$ cat src/bbd_pkg.sv
// constants shared by the battery backup domain controller
package bbd_pkg;

	// ************************************************
	// register indices (byte address = 4 * index)
	// ************************************************
	localparam logic [1:0] IDX_CONTROL = 2'h0;
	localparam logic [1:0] IDX_STATUS = 2'h1;
	localparam logic [1:0] IDX_RET0 = 2'h2;
	localparam logic [1:0] IDX_RET1 = 2'h3;

	// ************************************************
	// backup_control fields
	// ************************************************
	localparam int CTL_HIGH_DRIVE = 5;
	localparam int CTL_OUT_SEL = 4;
	localparam int CTL_OSC_ON = 3;
	localparam int CTL_FAIL_MON = 2;
	localparam int CTL_UNLOCK = 1;
	localparam int CTL_DOM_RESET = 0;
	localparam logic [7:0] CONTROL_RESET = 8'h00;

	// ************************************************
	// backup_status fields
	// ************************************************
	localparam int STS_ABSENT = 7;
	localparam int STS_STABLE = 3;
	localparam int STS_OSC_FAIL = 2;
	localparam int STS_BROWNOUT = 1;
	localparam int STS_INSERT = 0;

	// ************************************************
	// timing
	// ************************************************
	localparam longint CLK_HZ = 25000000;
	localparam longint XTAL_HZ = 32768;
	localparam longint FAIL_SWINGS = 64;
	// quiet time covering one expected swing plus 64 lost ones, rounded up
	localparam longint FAIL_CYC_CALC =
		((FAIL_SWINGS + 1) * CLK_HZ + XTAL_HZ - 1) / XTAL_HZ;
	localparam int FAIL_CYCLES = int'(FAIL_CYC_CALC);
	localparam int STABLE_SWINGS = 1024;
	localparam int SWITCH_CYCLES = 4;
	// crystal edges per half period of each tick rate
	localparam logic [14:0] HALF_FAST = 15'h0010;
	localparam logic [14:0] HALF_SLOW = 15'h4000;

endpackage : bbd_pkg

$ cat src/bbd_ctrl.sv
// battery backup domain controller with avalon-mm register slave
`timescale 1ns/1ps
`default_nettype none

module bbd_ctrl #(
	parameter int ADDR_W = 4,
	parameter int STABLE_SWINGS = bbd_pkg::STABLE_SWINGS,
	parameter int FAIL_CYCLES = bbd_pkg::FAIL_CYCLES,
	parameter int SWITCH_CYCLES = bbd_pkg::SWITCH_CYCLES
) (
	input wire logic clk,
	input wire logic rst,
	input wire logic [ADDR_W-1:0] avs_address,
	input wire logic avs_read,
	input wire logic avs_write,
	input wire logic [31:0] avs_writedata,
	input wire logic [3:0] avs_byteenable,
	output logic [31:0] avs_readdata,
	output logic avs_waitrequest,
	input wire logic ccp_window,
	input wire logic main_bod_low,
	input wire logic vbat_present,
	input wire logic vbat_inserted,
	input wire logic vbat_lost,
	input wire logic battery_drop_trip,
	input wire logic xtal_swing,
	output logic power_from_battery,
	output logic battery_drop_monitor,
	output logic main_side_reset,
	output logic crystal_drive_on,
	output logic high_drive_mode,
	output logic counter_tick
);

	// ************************************************
	// elaboration checks
	// ************************************************
	if (ADDR_W < 4) begin : g_chk_addr
		$error("ADDR_W must be at least 4");
	end
	if (STABLE_SWINGS < 1 || STABLE_SWINGS > 2047) begin : g_chk_stab
		$error("STABLE_SWINGS out of range");
	end
	if (FAIL_CYCLES < 2 || FAIL_CYCLES > 65535) begin : g_chk_fail
		$error("FAIL_CYCLES out of range");
	end
	if (SWITCH_CYCLES < 1 || SWITCH_CYCLES > 15) begin : g_chk_sw
		$error("SWITCH_CYCLES out of range");
	end

	// ************************************************
	// types
	// ************************************************
	typedef enum logic [3:0] {
		PW_MAIN = 4'h1,
		PW_TO_BATT = 4'h2,
		PW_BATT = 4'h4,
		PW_TO_MAIN = 4'h8
	} bbd_pw_e;

	typedef struct packed {
		bbd_pw_e pw;
		logic [3:0] sw_cnt;
		logic out_batt;
		logic out_mrst;
		logic bod_s1;
		logic bod_s2;
		logic pres_s1;
		logic pres_s2;
		logic ins_s1;
		logic ins_s2;
		logic lost_s1;
		logic lost_s2;
		logic drop_s1;
		logic drop_s2;
		logic xo_s1;
		logic xo_s2;
		logic xo_s3;
		logic start;
		logic wait_st;
		logic [7:0] rdata;
		logic drst;
		logic hdm;
		logic sel;
		logic osc_on;
		logic fmon;
		logic unlock;
		logic stable;
		logic ofail;
		logic absent;
		logic bbo;
		logic insert;
		logic [7:0] ret0;
		logic [7:0] ret1;
		logic [10:0] stab_cnt;
		logic [15:0] fail_cnt;
		logic [13:0] pre_cnt;
		logic tick;
	} bbd_state_s;

	localparam logic [3:0] SW_LAST = 4'(SWITCH_CYCLES - 1);
	localparam logic [10:0] STAB_LAST = 11'(STABLE_SWINGS - 1);
	localparam logic [15:0] FAIL_LAST = 16'(FAIL_CYCLES - 1);

	// register index of a byte address, valid when word aligned and below 16
	function automatic logic [2:0] bbd_decode(
		input logic [ADDR_W-1:0] a
	);
		logic hit;
		hit = (a[1:0] == 2'h0);
		if (ADDR_W > 4) begin
			hit = hit && ((a >> 4) == '0);
		end
		return {hit, a[3:2]};
	endfunction

	bbd_state_s r;
	bbd_state_s n;

	logic on_main;
	logic switching;
	logic xo_edge;
	logic req;
	logic done;
	logic [2:0] dec;
	logic wr;
	logic [7:0] wd;
	logic [7:0] rv;
	logic [14:0] half;
	logic dom_clear;

	// ************************************************
	// next state
	// ************************************************
	always_comb begin
		n = r;
		// pin synchronisers, first stage read only by second
		n.bod_s1 = main_bod_low;
		n.bod_s2 = r.bod_s1;
		n.pres_s1 = vbat_present;
		n.pres_s2 = r.pres_s1;
		n.ins_s1 = vbat_inserted;
		n.ins_s2 = r.ins_s1;
		n.lost_s1 = vbat_lost;
		n.lost_s2 = r.lost_s1;
		n.drop_s1 = battery_drop_trip;
		n.drop_s2 = r.drop_s1;
		n.xo_s1 = xtal_swing;
		n.xo_s2 = r.xo_s1;
		n.xo_s3 = r.xo_s2;

		on_main = (r.pw == PW_MAIN);
		switching = (r.pw == PW_TO_BATT) || (r.pw == PW_TO_MAIN);
		xo_edge = r.xo_s2 && !r.xo_s3 && r.osc_on;

		// power switch sequencing
		unique case (r.pw)
			PW_MAIN: begin
				if (r.bod_s2 && !r.insert) begin
					n.pw = PW_TO_BATT;
					n.sw_cnt = 4'h0;
				end
			end
			PW_TO_BATT: begin
				if (r.sw_cnt == SW_LAST) begin
					n.pw = PW_BATT;
				end else begin
					n.sw_cnt = r.sw_cnt + 4'h1;
				end
			end
			PW_BATT: begin
				if (!r.bod_s2) begin
					n.pw = PW_TO_MAIN;
					n.sw_cnt = 4'h0;
				end
			end
			PW_TO_MAIN: begin
				if (r.sw_cnt == SW_LAST) begin
					n.pw = PW_MAIN;
				end else begin
					n.sw_cnt = r.sw_cnt + 4'h1;
				end
			end
			default: begin
				n.pw = PW_MAIN;
				n.sw_cnt = 4'h0;
			end
		endcase

		// bus handshake: one wait cycle, then the answer
		req = avs_read || avs_write;
		done = req && !r.wait_st;
		dec = bbd_decode(avs_address);
		wd = avs_writedata[7:0];
		n.wait_st = 1'b1;

		// read value, off-main gives zero, locked gives zero except the status supervision flags
		rv = 8'h00;
		if (on_main && dec[2]) begin
			unique case (dec[1:0])
				bbd_pkg::IDX_CONTROL: begin
					if (r.unlock) begin
						rv[bbd_pkg::CTL_HIGH_DRIVE] = r.hdm;
						rv[bbd_pkg::CTL_OUT_SEL] = r.sel;
						rv[bbd_pkg::CTL_OSC_ON] = r.osc_on;
						rv[bbd_pkg::CTL_FAIL_MON] = r.fmon;
						rv[bbd_pkg::CTL_UNLOCK] = r.unlock;
					end
				end
				bbd_pkg::IDX_STATUS: begin
					// supervision flags always visible
					rv[bbd_pkg::STS_ABSENT] = r.absent;
					rv[bbd_pkg::STS_BROWNOUT] = r.bbo;
					rv[bbd_pkg::STS_INSERT] = r.insert;
					if (r.unlock) begin
						rv[bbd_pkg::STS_STABLE] = r.stable;
						rv[bbd_pkg::STS_OSC_FAIL] = r.ofail;
					end
				end
				bbd_pkg::IDX_RET0: begin
					rv = r.unlock ? r.ret0 : 8'h00;
				end
				bbd_pkg::IDX_RET1: begin
					rv = r.unlock ? r.ret1 : 8'h00;
				end
			endcase
		end
		if (req && r.wait_st) begin
			n.wait_st = 1'b0;
			n.rdata = avs_read ? rv : 8'h00;
		end

		// writes land at the completing edge, only on main power
		wr = done && avs_write && avs_byteenable[0] && dec[2] && on_main;
		n.drst = 1'b0;
		if (wr && dec[1:0] == bbd_pkg::IDX_CONTROL) begin
			n.unlock = r.unlock || wd[bbd_pkg::CTL_UNLOCK];
			if (r.unlock) begin
				n.hdm = wd[bbd_pkg::CTL_HIGH_DRIVE];
				if (!r.osc_on) begin
					n.sel = wd[bbd_pkg::CTL_OUT_SEL];
				end
				n.osc_on = r.osc_on || wd[bbd_pkg::CTL_OSC_ON];
				n.fmon = r.fmon || wd[bbd_pkg::CTL_FAIL_MON];
				// one-cycle domain reset, blocked by enables in same write
				n.drst = wd[bbd_pkg::CTL_DOM_RESET] && ccp_window
					&& !wd[bbd_pkg::CTL_OSC_ON] && !wd[bbd_pkg::CTL_FAIL_MON];
			end
		end
		if (wr && dec[1:0] == bbd_pkg::IDX_STATUS) begin
			// write one to clear, sets below win
			if (wd[bbd_pkg::STS_ABSENT]) begin
				n.absent = 1'b0;
			end
			if (wd[bbd_pkg::STS_BROWNOUT]) begin
				n.bbo = 1'b0;
			end
			if (wd[bbd_pkg::STS_INSERT]) begin
				n.insert = 1'b0;
			end
			if (wd[bbd_pkg::STS_OSC_FAIL] && r.unlock) begin
				n.ofail = 1'b0;
			end
		end
		if (wr && r.unlock && dec[1:0] == bbd_pkg::IDX_RET0) begin
			n.ret0 = wd;
		end
		if (wr && r.unlock && dec[1:0] == bbd_pkg::IDX_RET1) begin
			n.ret1 = wd;
		end

		// oscillator start-up: stable after enough swings
		if (r.osc_on && !r.stable && xo_edge) begin
			if (r.stab_cnt == STAB_LAST) begin
				n.stable = 1'b1;
			end else begin
				n.stab_cnt = r.stab_cnt + 11'h001;
			end
		end

		// fail monitor: quiet time since the last swing
		if (r.fmon && r.osc_on && r.stable) begin
			if (xo_edge) begin
				n.fail_cnt = 16'h0000;
			end else if (r.fail_cnt == FAIL_LAST) begin
				n.ofail = 1'b1;
			end else begin
				n.fail_cnt = r.fail_cnt + 16'h0001;
			end
		end

		// prescaler, frozen while the supply switches
		half = r.sel ? bbd_pkg::HALF_FAST : bbd_pkg::HALF_SLOW;
		if (xo_edge && !switching) begin
			if ({1'b0, r.pre_cnt} == half - 15'h0001) begin
				n.pre_cnt = 14'h0000;
				n.tick = !r.tick;
			end else begin
				n.pre_cnt = r.pre_cnt + 14'h0001;
			end
		end

		// battery monitor trips only while on battery
		if (r.pw == PW_BATT && r.drop_s2) begin
			n.bbo = 1'b1;
		end

		// startup capture of the supervisor, first cycle after reset
		n.start = 1'b0;
		if (r.start) begin
			n.absent = !r.pres_s2 || r.absent;
			n.insert = r.ins_s2 || r.insert;
		end

		// domain reset: a pulse, or main reset after the domain lost power
		dom_clear = r.drst || (rst && r.lost_s2);
		if (dom_clear) begin
			n.hdm = 1'b0;
			n.sel = 1'b0;
			n.osc_on = 1'b0;
			n.fmon = 1'b0;
			n.stable = 1'b0;
			n.ofail = 1'b0;
			n.stab_cnt = 11'h000;
			n.fail_cnt = 16'h0000;
			n.pre_cnt = 14'h0000;
			n.tick = 1'b0;
		end
		if (rst && r.lost_s2) begin
			n.absent = 1'b0;
			n.bbo = 1'b0;
			n.insert = 1'b0;
			n.ret0 = 8'h00;
			n.ret1 = 8'h00;
		end

		// main reset leaves the battery domain running
		if (rst) begin
			n.unlock = 1'b0;
			n.wait_st = 1'b1;
			n.rdata = 8'h00;
			n.drst = 1'b0;
			n.start = 1'b1;
			if (!r.bod_s2) begin
				n.pw = PW_MAIN;
				n.sw_cnt = 4'h0;
			end
		end

		// registered outputs of the switch
		n.out_batt = (n.pw != PW_MAIN);
		n.out_mrst = (n.pw != PW_MAIN);
	end

	// ************************************************
	// state register
	// ************************************************
	always_ff @(posedge clk) begin
		r <= n;
	end

	// outputs straight from the state register
	assign avs_readdata = {24'h000000, r.rdata};
	assign avs_waitrequest = r.wait_st;
	assign power_from_battery = r.out_batt;
	assign battery_drop_monitor = r.out_batt;
	assign main_side_reset = r.out_mrst;
	assign crystal_drive_on = r.osc_on;
	assign high_drive_mode = r.hdm;
	assign counter_tick = r.tick;

endmodule // bbd_ctrl

`default_nettype wire

$ cat config.mk
export PLATFORM = sky130hd
export DESIGN_NAME = bbd_ctrl
export DESIGN_NICKNAME = d
export VERILOG_FILES = /design/src/bbd_pkg.sv /design/src/bbd_ctrl.sv
export SDC_FILE = /design/constraint.sdc
export NUM_CORES = 1
export LEC_CHECK = 0
export BUFFER_PORTS_ARGS = -buffer_cell sky130_fd_sc_hd__buf_2
export CORE_ASPECT_RATIO = 0.75
export CORE_MARGIN = 1
export CORE_UTILIZATION = 45
export DETAILED_ROUTE_END_ITERATION = 8
export PLACE_DENSITY = 0.64
export SLEW_MARGIN = 20
export SYNTH_ARGS = -nofsm -noshare
export SYNTH_HDL_FRONTEND = slang
export SYNTH_SLANG_ARGS = --single-unit
$ cat constraint.sdc
create_clock -name clk -period 3.5 [get_ports clk]
set_input_delay 0.7 -clock clk [delete_from_list [all_inputs] [get_ports clk]]
set_output_delay 0.7 -clock clk [all_outputs]
set_load 0.02 [all_outputs]
==> results.cfg, run 1 <==
[timing]
hold_violations = 0
worst_pin_slew_ns = 0.714
max_slew_margin_pct = 52.1
finClkSkew_ns = 0.00645
min_period_ns = 2.16
setup-tns-final_ns = 0
setup_viol = 0
fmax_mhz = 463
rsz0062_at_grt = false
drv_slew = 0
min_period_over_period_pct = 61.7

[logic_synthesis]
synth_top_area_share_pct = 43.9
ys_ff_latch = 101
ys.flop_type = dfxtp_1
synth.distinct_cells = 55
yosys_warnings = 0
syn_inst = 517
yosysSeqAreaShare_pct = 43.9
synth-edff-count = 0
avgSynthCellArea_sq_um = 8.90
synth_top_area_cell = dfxtp_1
ys_async_sr_fraction_pct = 0
synthTopCellsByArea = dfxtp_1, nor2_1, buf_4
synth_area_sq_mm = 0.00460

[placed_design]
gp_congestion = 0.772
dp_hpwl_mm = 6.56
io_buffers = 38

[setup_path]
crit_arrival_ns = 2.40
critPathRequiredTime_ns = 3.74
max_stage_delay_ns = 0.55
r2r_start = r[98]
critPathTopFamily = simple AND/OR/NAND/NOR gates
path_cells = or4b_4, nor3_4, nand4_2, mux2i_1, nor2_1
crit_path_start = r[98]
path_max_fanout = 11
cp-end-kind = flip-flop
crit_slowest_cell = or4b_4
start_kind = flip-flop
path_class = reg2reg
crit_buf_inv = 0

[route]
antenna_left = 0
firstDrtPassIters = 4
wl_per_cell_um = 13.5
totalWireLength_mm = 9.11
vias = 3516
drt_iter0_markers = 143
avgViaCountPerCell = 5.19
drc = 0

[power_and_ir_drop]
combPwrFrac_pct = 9.5
power_frac_seq_pct = 50.3
ir_worst_vdd_mv = 0.287
p_leak_nw = 2.01
clockPowerShare_pct = 40.2
p_per_area_mw_per_mm2 = 481
intPower_w = 0.00178
p_total_w = 0.00241
sw_frac_of_total_pct = 26.2
power_switching_w = 0.000632

[run]
cap_violations = 0

[floorplanning]
core-area_sq_mm = 0.00977
initial_core_util_pct = 47.1
ioPinCount = 90
die_h_um = 89.6
die_w_um = 119
dieArea_sq_mm = 0.0106
rows = 31

[hold_path]
min_from = n[90]
hold_path_class = reg2reg

[global_routing]
grt_pass1_vias = 3153
grt.overflow.total = 0
grt_pass1_wl_mm = 15.4
grt_max_degree = 24
grt_usage_pct = 18.5
antenna_found_initial = 0

[layout]
drive_gt1_share_pct = 13.6
layout.nets = 595
syn_to_final_growth_pct = 8.76
antennaDiodeCount = 0
utilization_pct = 51.2
layout_commonest_cell = dfxtp_1
layout_common_cells = dfxtp_1, nor2_1, buf_2

[clock_network]
holdBufCountCts = 0
cts_sinks = 101
cts_made_buffers = 9
h-tree-depth = 3
cts_tree = yes
postCtsSetupRepairBufs = 0
clock_tree.buffer_depth = 2
root_buffer = clkbuf_16
clk_pin_slew_ns = 0.07
cts-resized-gates = 0
worstSkewPairLatency_ns = 0.35

[status]
outcome = finished clean
-- per-stage QoR --
step	setup slack [ns]	area, sq um	cells	hold WS (ns)
2_1_floorplan	1.33	4690	540	0.310
3_3_place_gp	1.09	4710	661	0.310
3_5_place_dp	1.07	4710	661	0.315
4_1_cts	1.32	5000	677	0.330
5_1_grt	1.18	5000	677	0.338
6_report	1.34	5000	677	0.328
-- worst paths after layout --
kind	end	slack, ns	cells after the start
max	r[46]	1.34	5
min	r[90]	0.33	0
max reg2reg	r[46]	1.34	5
min reg2reg	r[90]	0.33	0
-- synthesized netlist by cell type (2+ instances only) --
master and number:
a211oi_1 2, a21oi_1 22, a22oi_1 5, a31oi_1 3, a32oi_1 3, and2_1 3, and3_1 9, and3b_1 2
and4_1 2, buf_4 36, buf_6 3, clkbuf_1 12, dfxtp_1 101, ha_1 4, inv_1 8, mux2_2 2
mux2i_1 22, mux4_2 2, nand2_1 31, nand2b_1 7, nand3_1 21, nand3b_1 4, nand4_1 8, nand4b_1 2
nor2_1 80, nor2b_1 4, nor3_1 12, nor3b_1 2, nor4_1 7, nor4b_1 2, o2111ai_1 2, o211ai_1 3
o21ai_0 24, o21ai_1 4, o31ai_1 2, or2_2 6, or3_1 6, xnor2_1 14, xor2_1 19
-- cell type report --
cell class	instances	area, sq um
Clock buffer	11	253
Clock inverter	5	38.8
Fill cell	920	4770
Inverter	8	30.0
Multi-Input combinational cell	379	2280
Sequential cell	101	2020
Tap cell	132	165
Timing Repair Buffer	41	213
-- power groups by stage --
stage | combinational [W] | clock (W) | sequential (W)
floorplan | 0.000213 | 0 | 0.00122
global placement | 0.000225 | 0 | 0.00124
detailed placement | 0.000230 | 0 | 0.00124
global route | 0.000255 | 0.00104 | 0.00122
CTS | 0.000230 | 0.000988 | 0.00121
finish | 0.000229 | 0.000967 | 0.00121
-- worst reg2reg max path: stages, from the launching register on --
cell and delay [ns]:
dfxtp_1 0.53, or4b_4 0.56, nor3_4 0.26, nand4_2 0.36
mux2i_1 0.29, nor2_1 0.06
-- flip-flops by register name, summed over array words and instances, names as in the netlist --
register / count
avs_waitrequest: 1
counter_tick: 1
high_drive_mode: 1
crystal_drive_on: 1
main_side_reset: 1
n: 7
avs_readdata: 8
r: 81
-- kinds of logic after synthesis --
kind of cell / count (synthesis) / share of synthesized area [%]
muxes: 26 / 6.25
and+or+nand+nor: 218 / 24.5
DFF: 101 / 43.9
other: 1 / 0.0815
buffers and inverters: 60 / 8.32
xor gates and xnor gates: 33 / 6.28
AOI/OAI and AO/OA: 74 / 9.55
adders and majority gates: 4 / 1.09
-- metal layers --
| layer | share of wire (%) | GRT usage, % |
|---|---|---|
| met1 | 51 | 24.9 |
| met2 | 43 | 28.6 |
| met3 | 4.5 | 5.68 |
| met4 | 1.6 | 6.10 |
| met5 | 0 | 0 |
Power figures use the tool's default switching activity.
==> run 2: changes to the inputs <==
PLACE_DENSITY = 0.67   (was 0.64)
clock period = 1.8 ns   (was 3.5 ns; I/O delays follow)
==> results.cfg, run 2 (same netlist as run 1, synthesis figures left out) <==
[layout]
layout.nets = 632
drive_gt1_share_pct = 21.1
antennaDiodeCount = 0
syn_to_final_growth_pct = 16.1
utilization_pct = 54.6
top_register = r
nFillCells = 872
layout_common_cells = dfxtp_1, nor2_1, buf_2, buf_4, nand2_1
largest_register_ffs = 81
layout_commonest_cell = dfxtp_1

[route]
vias = 3753
drc = 0
drt_iter0_markers = 144
totalWireLength_mm = 9.76
antenna_left = 0
avgViaCountPerCell = 5.26
wl_per_cell_um = 13.7
firstDrtPassIters = 4

[timing]
fmax_mhz = 557
min_period_over_period_pct = 99.7
hold_violations = 0
worst_pin_slew_ns = 0.611
setup-tns-final_ns = 0
finClkSkew_ns = 0.00820
rsz0062_at_grt = true
drv_slew = 0
min_period_ns = 1.79
setup_viol = 0
hold_slack_ns = 0.114
max_slew_margin_pct = 59.0

[clock_network]
root_buffer = clkbuf_16
worstSkewPairLatency_ns = 0.34
clock_tree.buffer_depth = 2
cts_sinks = 101
cts_made_buffers = 9
cts_tree = yes
holdBufCountCts = 0
h-tree-depth = 3
clk_pin_slew_ns = 0.07

[floorplanning]
die_h_um = 89.6
rows = 31
die_w_um = 119
core-area_sq_mm = 0.00977
dieArea_sq_mm = 0.0106
initial_core_util_pct = 47.1
ioPinCount = 90

[placed_design]
io_buffers = 38
dp_hpwl_mm = 7.22
gp_congestion = 0.849

[setup_path]
path_class = reg2reg
critPathRequiredTime_ns = 2.03
path_max_fanout = 8
crit_arrival_ns = 2.03
cp-end-kind = flip-flop
start_kind = flip-flop

[hold_path]
hold_path_class = in2reg

[global_routing]
grt_max_degree = 20
grt_pass1_wl_mm = 15.8
grt_usage_pct = 18.8
grt.overflow.total = 0
grt_pass1_vias = 3375
antenna_found_initial = 0

[status]
outcome = finished clean

[power_and_ir_drop]
ir_worst_vdd_mv = 0.520
p_leak_nw = 2.21
p_per_area_mw_per_mm2 = 886

[run]
cap_violations = 0
[run 2: area by class of cell]
cell class | count | area, sq um | area share, %
Tap cell | 132 | 165 | 3.09
Clock buffer | 9 | 225 | 4.22
Sequential cell | 101 | 2030 | 38.0
Timing Repair Buffer | 78 | 507 | 9.49
Inverter | 8 | 30.0 | 0.562
Clock inverter | 7 | 55.1 | 1.03
Multi-Input combinational cell | 379 | 2330 | 43.7
[run 2: worst max-delay path, stage by stage, from the launching register on]
cell,delay [ns]
dfxtp_1,0.31
or4b_4,0.52
nor3_4,0.17
nor3b_4,0.23
buf_6,0.18
mux2i_1,0.21
nor2_1,0.06
[run 2: stage by stage]
step                cells  cell area (sq um)  setup WS [ns]  total power (W)
floorplan             540               4690        0.00471          0.00279
global placement      694               4970         -0.208          0.00291
detailed placement    694               4970         -0.253          0.00293
CTS                   711               5270        0.00532          0.00476
global route          714               5340        -0.0986          0.00492
finish                714               5340        0.00506          0.00473
[run 2: path summary, 6_finish.rpt]
path	slack, ns	startpoint	to	cells after the start
setup / recovery	0.005	r[100]	r[57]	6
setup reg to reg	0.005	r[100]	r[57]	6
hold reg to reg	0.33	n[88]	r[88]	0
hold / removal	0.11	vbat_present	n[88]	1
[run 2: what timing repair did]
item	4_1_cts	5_1_grt
setup buffers	1	3
setup endpoints to repair	11	30
resized for setup	3	12
pin swaps	0	3
endpoints found under the hold margin	0	0
[run 2: routing by layer]
layer  routed length, um  track usage (%)
met1                4570             24.3
met2                4630             31.1
met5                   0                0
met4                  79             5.18
met3                 480             5.10
[run 2: power breakdown]
group	leakage (nW)	internal, W	switching [W]
logic	1.25	0.000205	0.000376
registers	0.822	0.00229	0.0000279
clock network	0.139	0.000957	0.000875
==> run 3: changes to the inputs <==
PLACE_DENSITY = 0.79   (was 0.67)
==> results.cfg, run 3 (same netlist as run 1, synthesis figures left out) <==
[setup_path]
critPathTopFamily = simple AND/OR/NAND/NOR gates
r2r_slack_ns = -0.07
critPathRequiredTime_ns = 2.04
crit_buf_inv = 1
path_cells = or4b_4, nor3_4, nor3b_4, buf_6, mux2i_2, nor2_1
max_stage_delay_ns = 0.52
cp-end-kind = flip-flop
worst_r2r_path_depth = 6
path_class = reg2reg
cp.depth = 6
r2r_start = r[100]
crit_slowest_cell = or4b_4
crit_arrival_ns = 2.11
start_kind = flip-flop
path_max_fanout = 7
reg2reg_to = r[50]

[global_routing]
grt_pass1_vias = 3638
grt_usage_pct = 20.6
grt_pass1_wl_mm = 17.2
antenna_found_initial = 0
grt.overflow.total = 0
grt_max_degree = 20

[layout]
largest_register_ffs = 81
utilization_pct = 54.9
layout_commonest_cell = dfxtp_1
antennaDiodeCount = 0
layout_common_cells = dfxtp_1, nor2_1, buf_2
layout.nets = 629
top_register = r
syn_to_final_growth_pct = 16.6
design_area_sq_mm = 0.00536
drive_gt1_share_pct = 21.1

[power_and_ir_drop]
p_leak_nw = 2.20
power_frac_seq_pct = 48.7
intPower_w = 0.00353
ir_worst_vdd_mv = 0.581
combPwrFrac_pct = 12.0
sw_frac_of_total_pct = 26.0
clockPowerShare_pct = 39.4
power_switching_w = 0.00124
p_per_area_mw_per_mm2 = 889

[timing]
setup_ws_ns = -0.0708
drv_slew = 0
min_period_over_period_pct = 104
setup_viol = 15
finClkSkew_ns = 0.00922
rsz0062_at_grt = true
fmax_mhz = 535
hold_violations = 0
min_period_ns = 1.87

[placed_design]
gp_congestion = 0.871
place_area_sq_mm = 0.00496
dp_hpwl_mm = 7.40
io_buffers = 38

[clock_network]
clock_tree.buffer_depth = 2
h-tree-depth = 3
cts_tree = yes
cts_made_buffers = 9
holdBufCountCts = 0
root_buffer = clkbuf_16
cts_sinks = 101
worstSkewPairLatency_ns = 0.35
clk_pin_slew_ns = 0.07

[route]
drt_iter0_markers = 187
drc = 0
totalWireLength_mm = 10.4
wl_per_cell_um = 14.6
antenna_left = 0
firstDrtPassIters = 5
avgViaCountPerCell = 5.34
vias = 3795

[status]
violations = negative setup slack
outcome = finished with violations

[hold_path]
hold_path_class = in2reg
whs_path_depth = 1
min_from = vbat_inserted
min_to = n[86]

[floorplanning]
core-area_sq_mm = 0.00977
die_h_um = 89.6
dieArea_sq_mm = 0.0106
initial_core_util_pct = 47.1
rows = 31
die_w_um = 119
ioPinCount = 90

[run]
cap_violations = 0
[run 3: cell types whose count changed in the layout (fill, tap and decap cells not counted), sizes merged]
cell,change
buf,-3
inv,-4
clkinv,-1
clkbuf,+5
[run 3: final cells by class]
cell class                 count  area (sq um)
timing repair buffer          75           492
sequential                   101          2030
multi-input combinational    379          2360
fill                         858          4410
inverter                       8          30.0
clock inverter                 2          16.3
tap                          132           165
clock buffer                  14           274
[run 3: routing by layer]
| layer | routed length (um) | GRT usage (%) |
|---|---|---|
| met5 | 0 | 0 |
| met4 | 132 | 7.02 |
| met3 | 505 | 4.59 |
| met2 | 4870 | 36.1 |
| met1 | 4850 | 25.3 |
[run 3: worst reg2reg max path, stage by stage (launching register included)]
cell     delay [ns]
dfxtp_2        0.32
or4b_4         0.52
nor3_4         0.19
nor3b_4        0.26
buf_6          0.18
mux2i_2        0.23
nor2_1         0.06
[run 3: stage by stage]
| step | hold slack (ns) | cells | total power [W] | setup WS [ns] | TNS, ns |
|---|---|---|---|---|---|
| 3_5_place_dp | 0.319 | 692 | 0.00290 | -0.260 | -3.90 |
| 6_report | 0.111 | 711 | 0.00477 | -0.0708 | -0.681 |
| 5_1_grt | 0.0993 | 711 | 0.00494 | -0.124 | -1.57 |
| 3_3_place_gp | 0.312 | 692 | 0.00288 | -0.180 | -2.99 |
| 4_1_cts | 0.107 | 708 | 0.00474 | -0.0477 | -0.186 |
| 2_1_floorplan | 0.310 | 540 | 0.00279 | 0.00471 | 0 |
[run 3: power by group through the flow]
stage	sequential [W]	clock (W)	combinational, W
after floorplan	0.00238	0	0.000414
after global placement	0.00237	0	0.000510
after detailed placement	0.00237	0	0.000527
after CTS	0.00232	0.00189	0.000536
after global routing	0.00233	0.00199	0.000618
final	0.00232	0.00188	0.000570
[run 3: what timing repair did]
action                     in CTS  in global routing
gates resized for setup         2                 23
pin swaps                       1                  8
setup endpoints to repair      10                 39
buffers inserted                0                  3
[run 3: how the worst max path moves through the flow]
stage                         from  endpoint  slack (ns)
floorplan                   r[100]     r[51]       0.005
global placement    avs_address[0]     r[66]       -0.18
detailed placement  avs_address[0]     r[50]       -0.26
CTS                         r[100]     r[50]       -0.05
global route                r[100]     r[50]       -0.12
finish                      r[100]     r[50]       -0.07
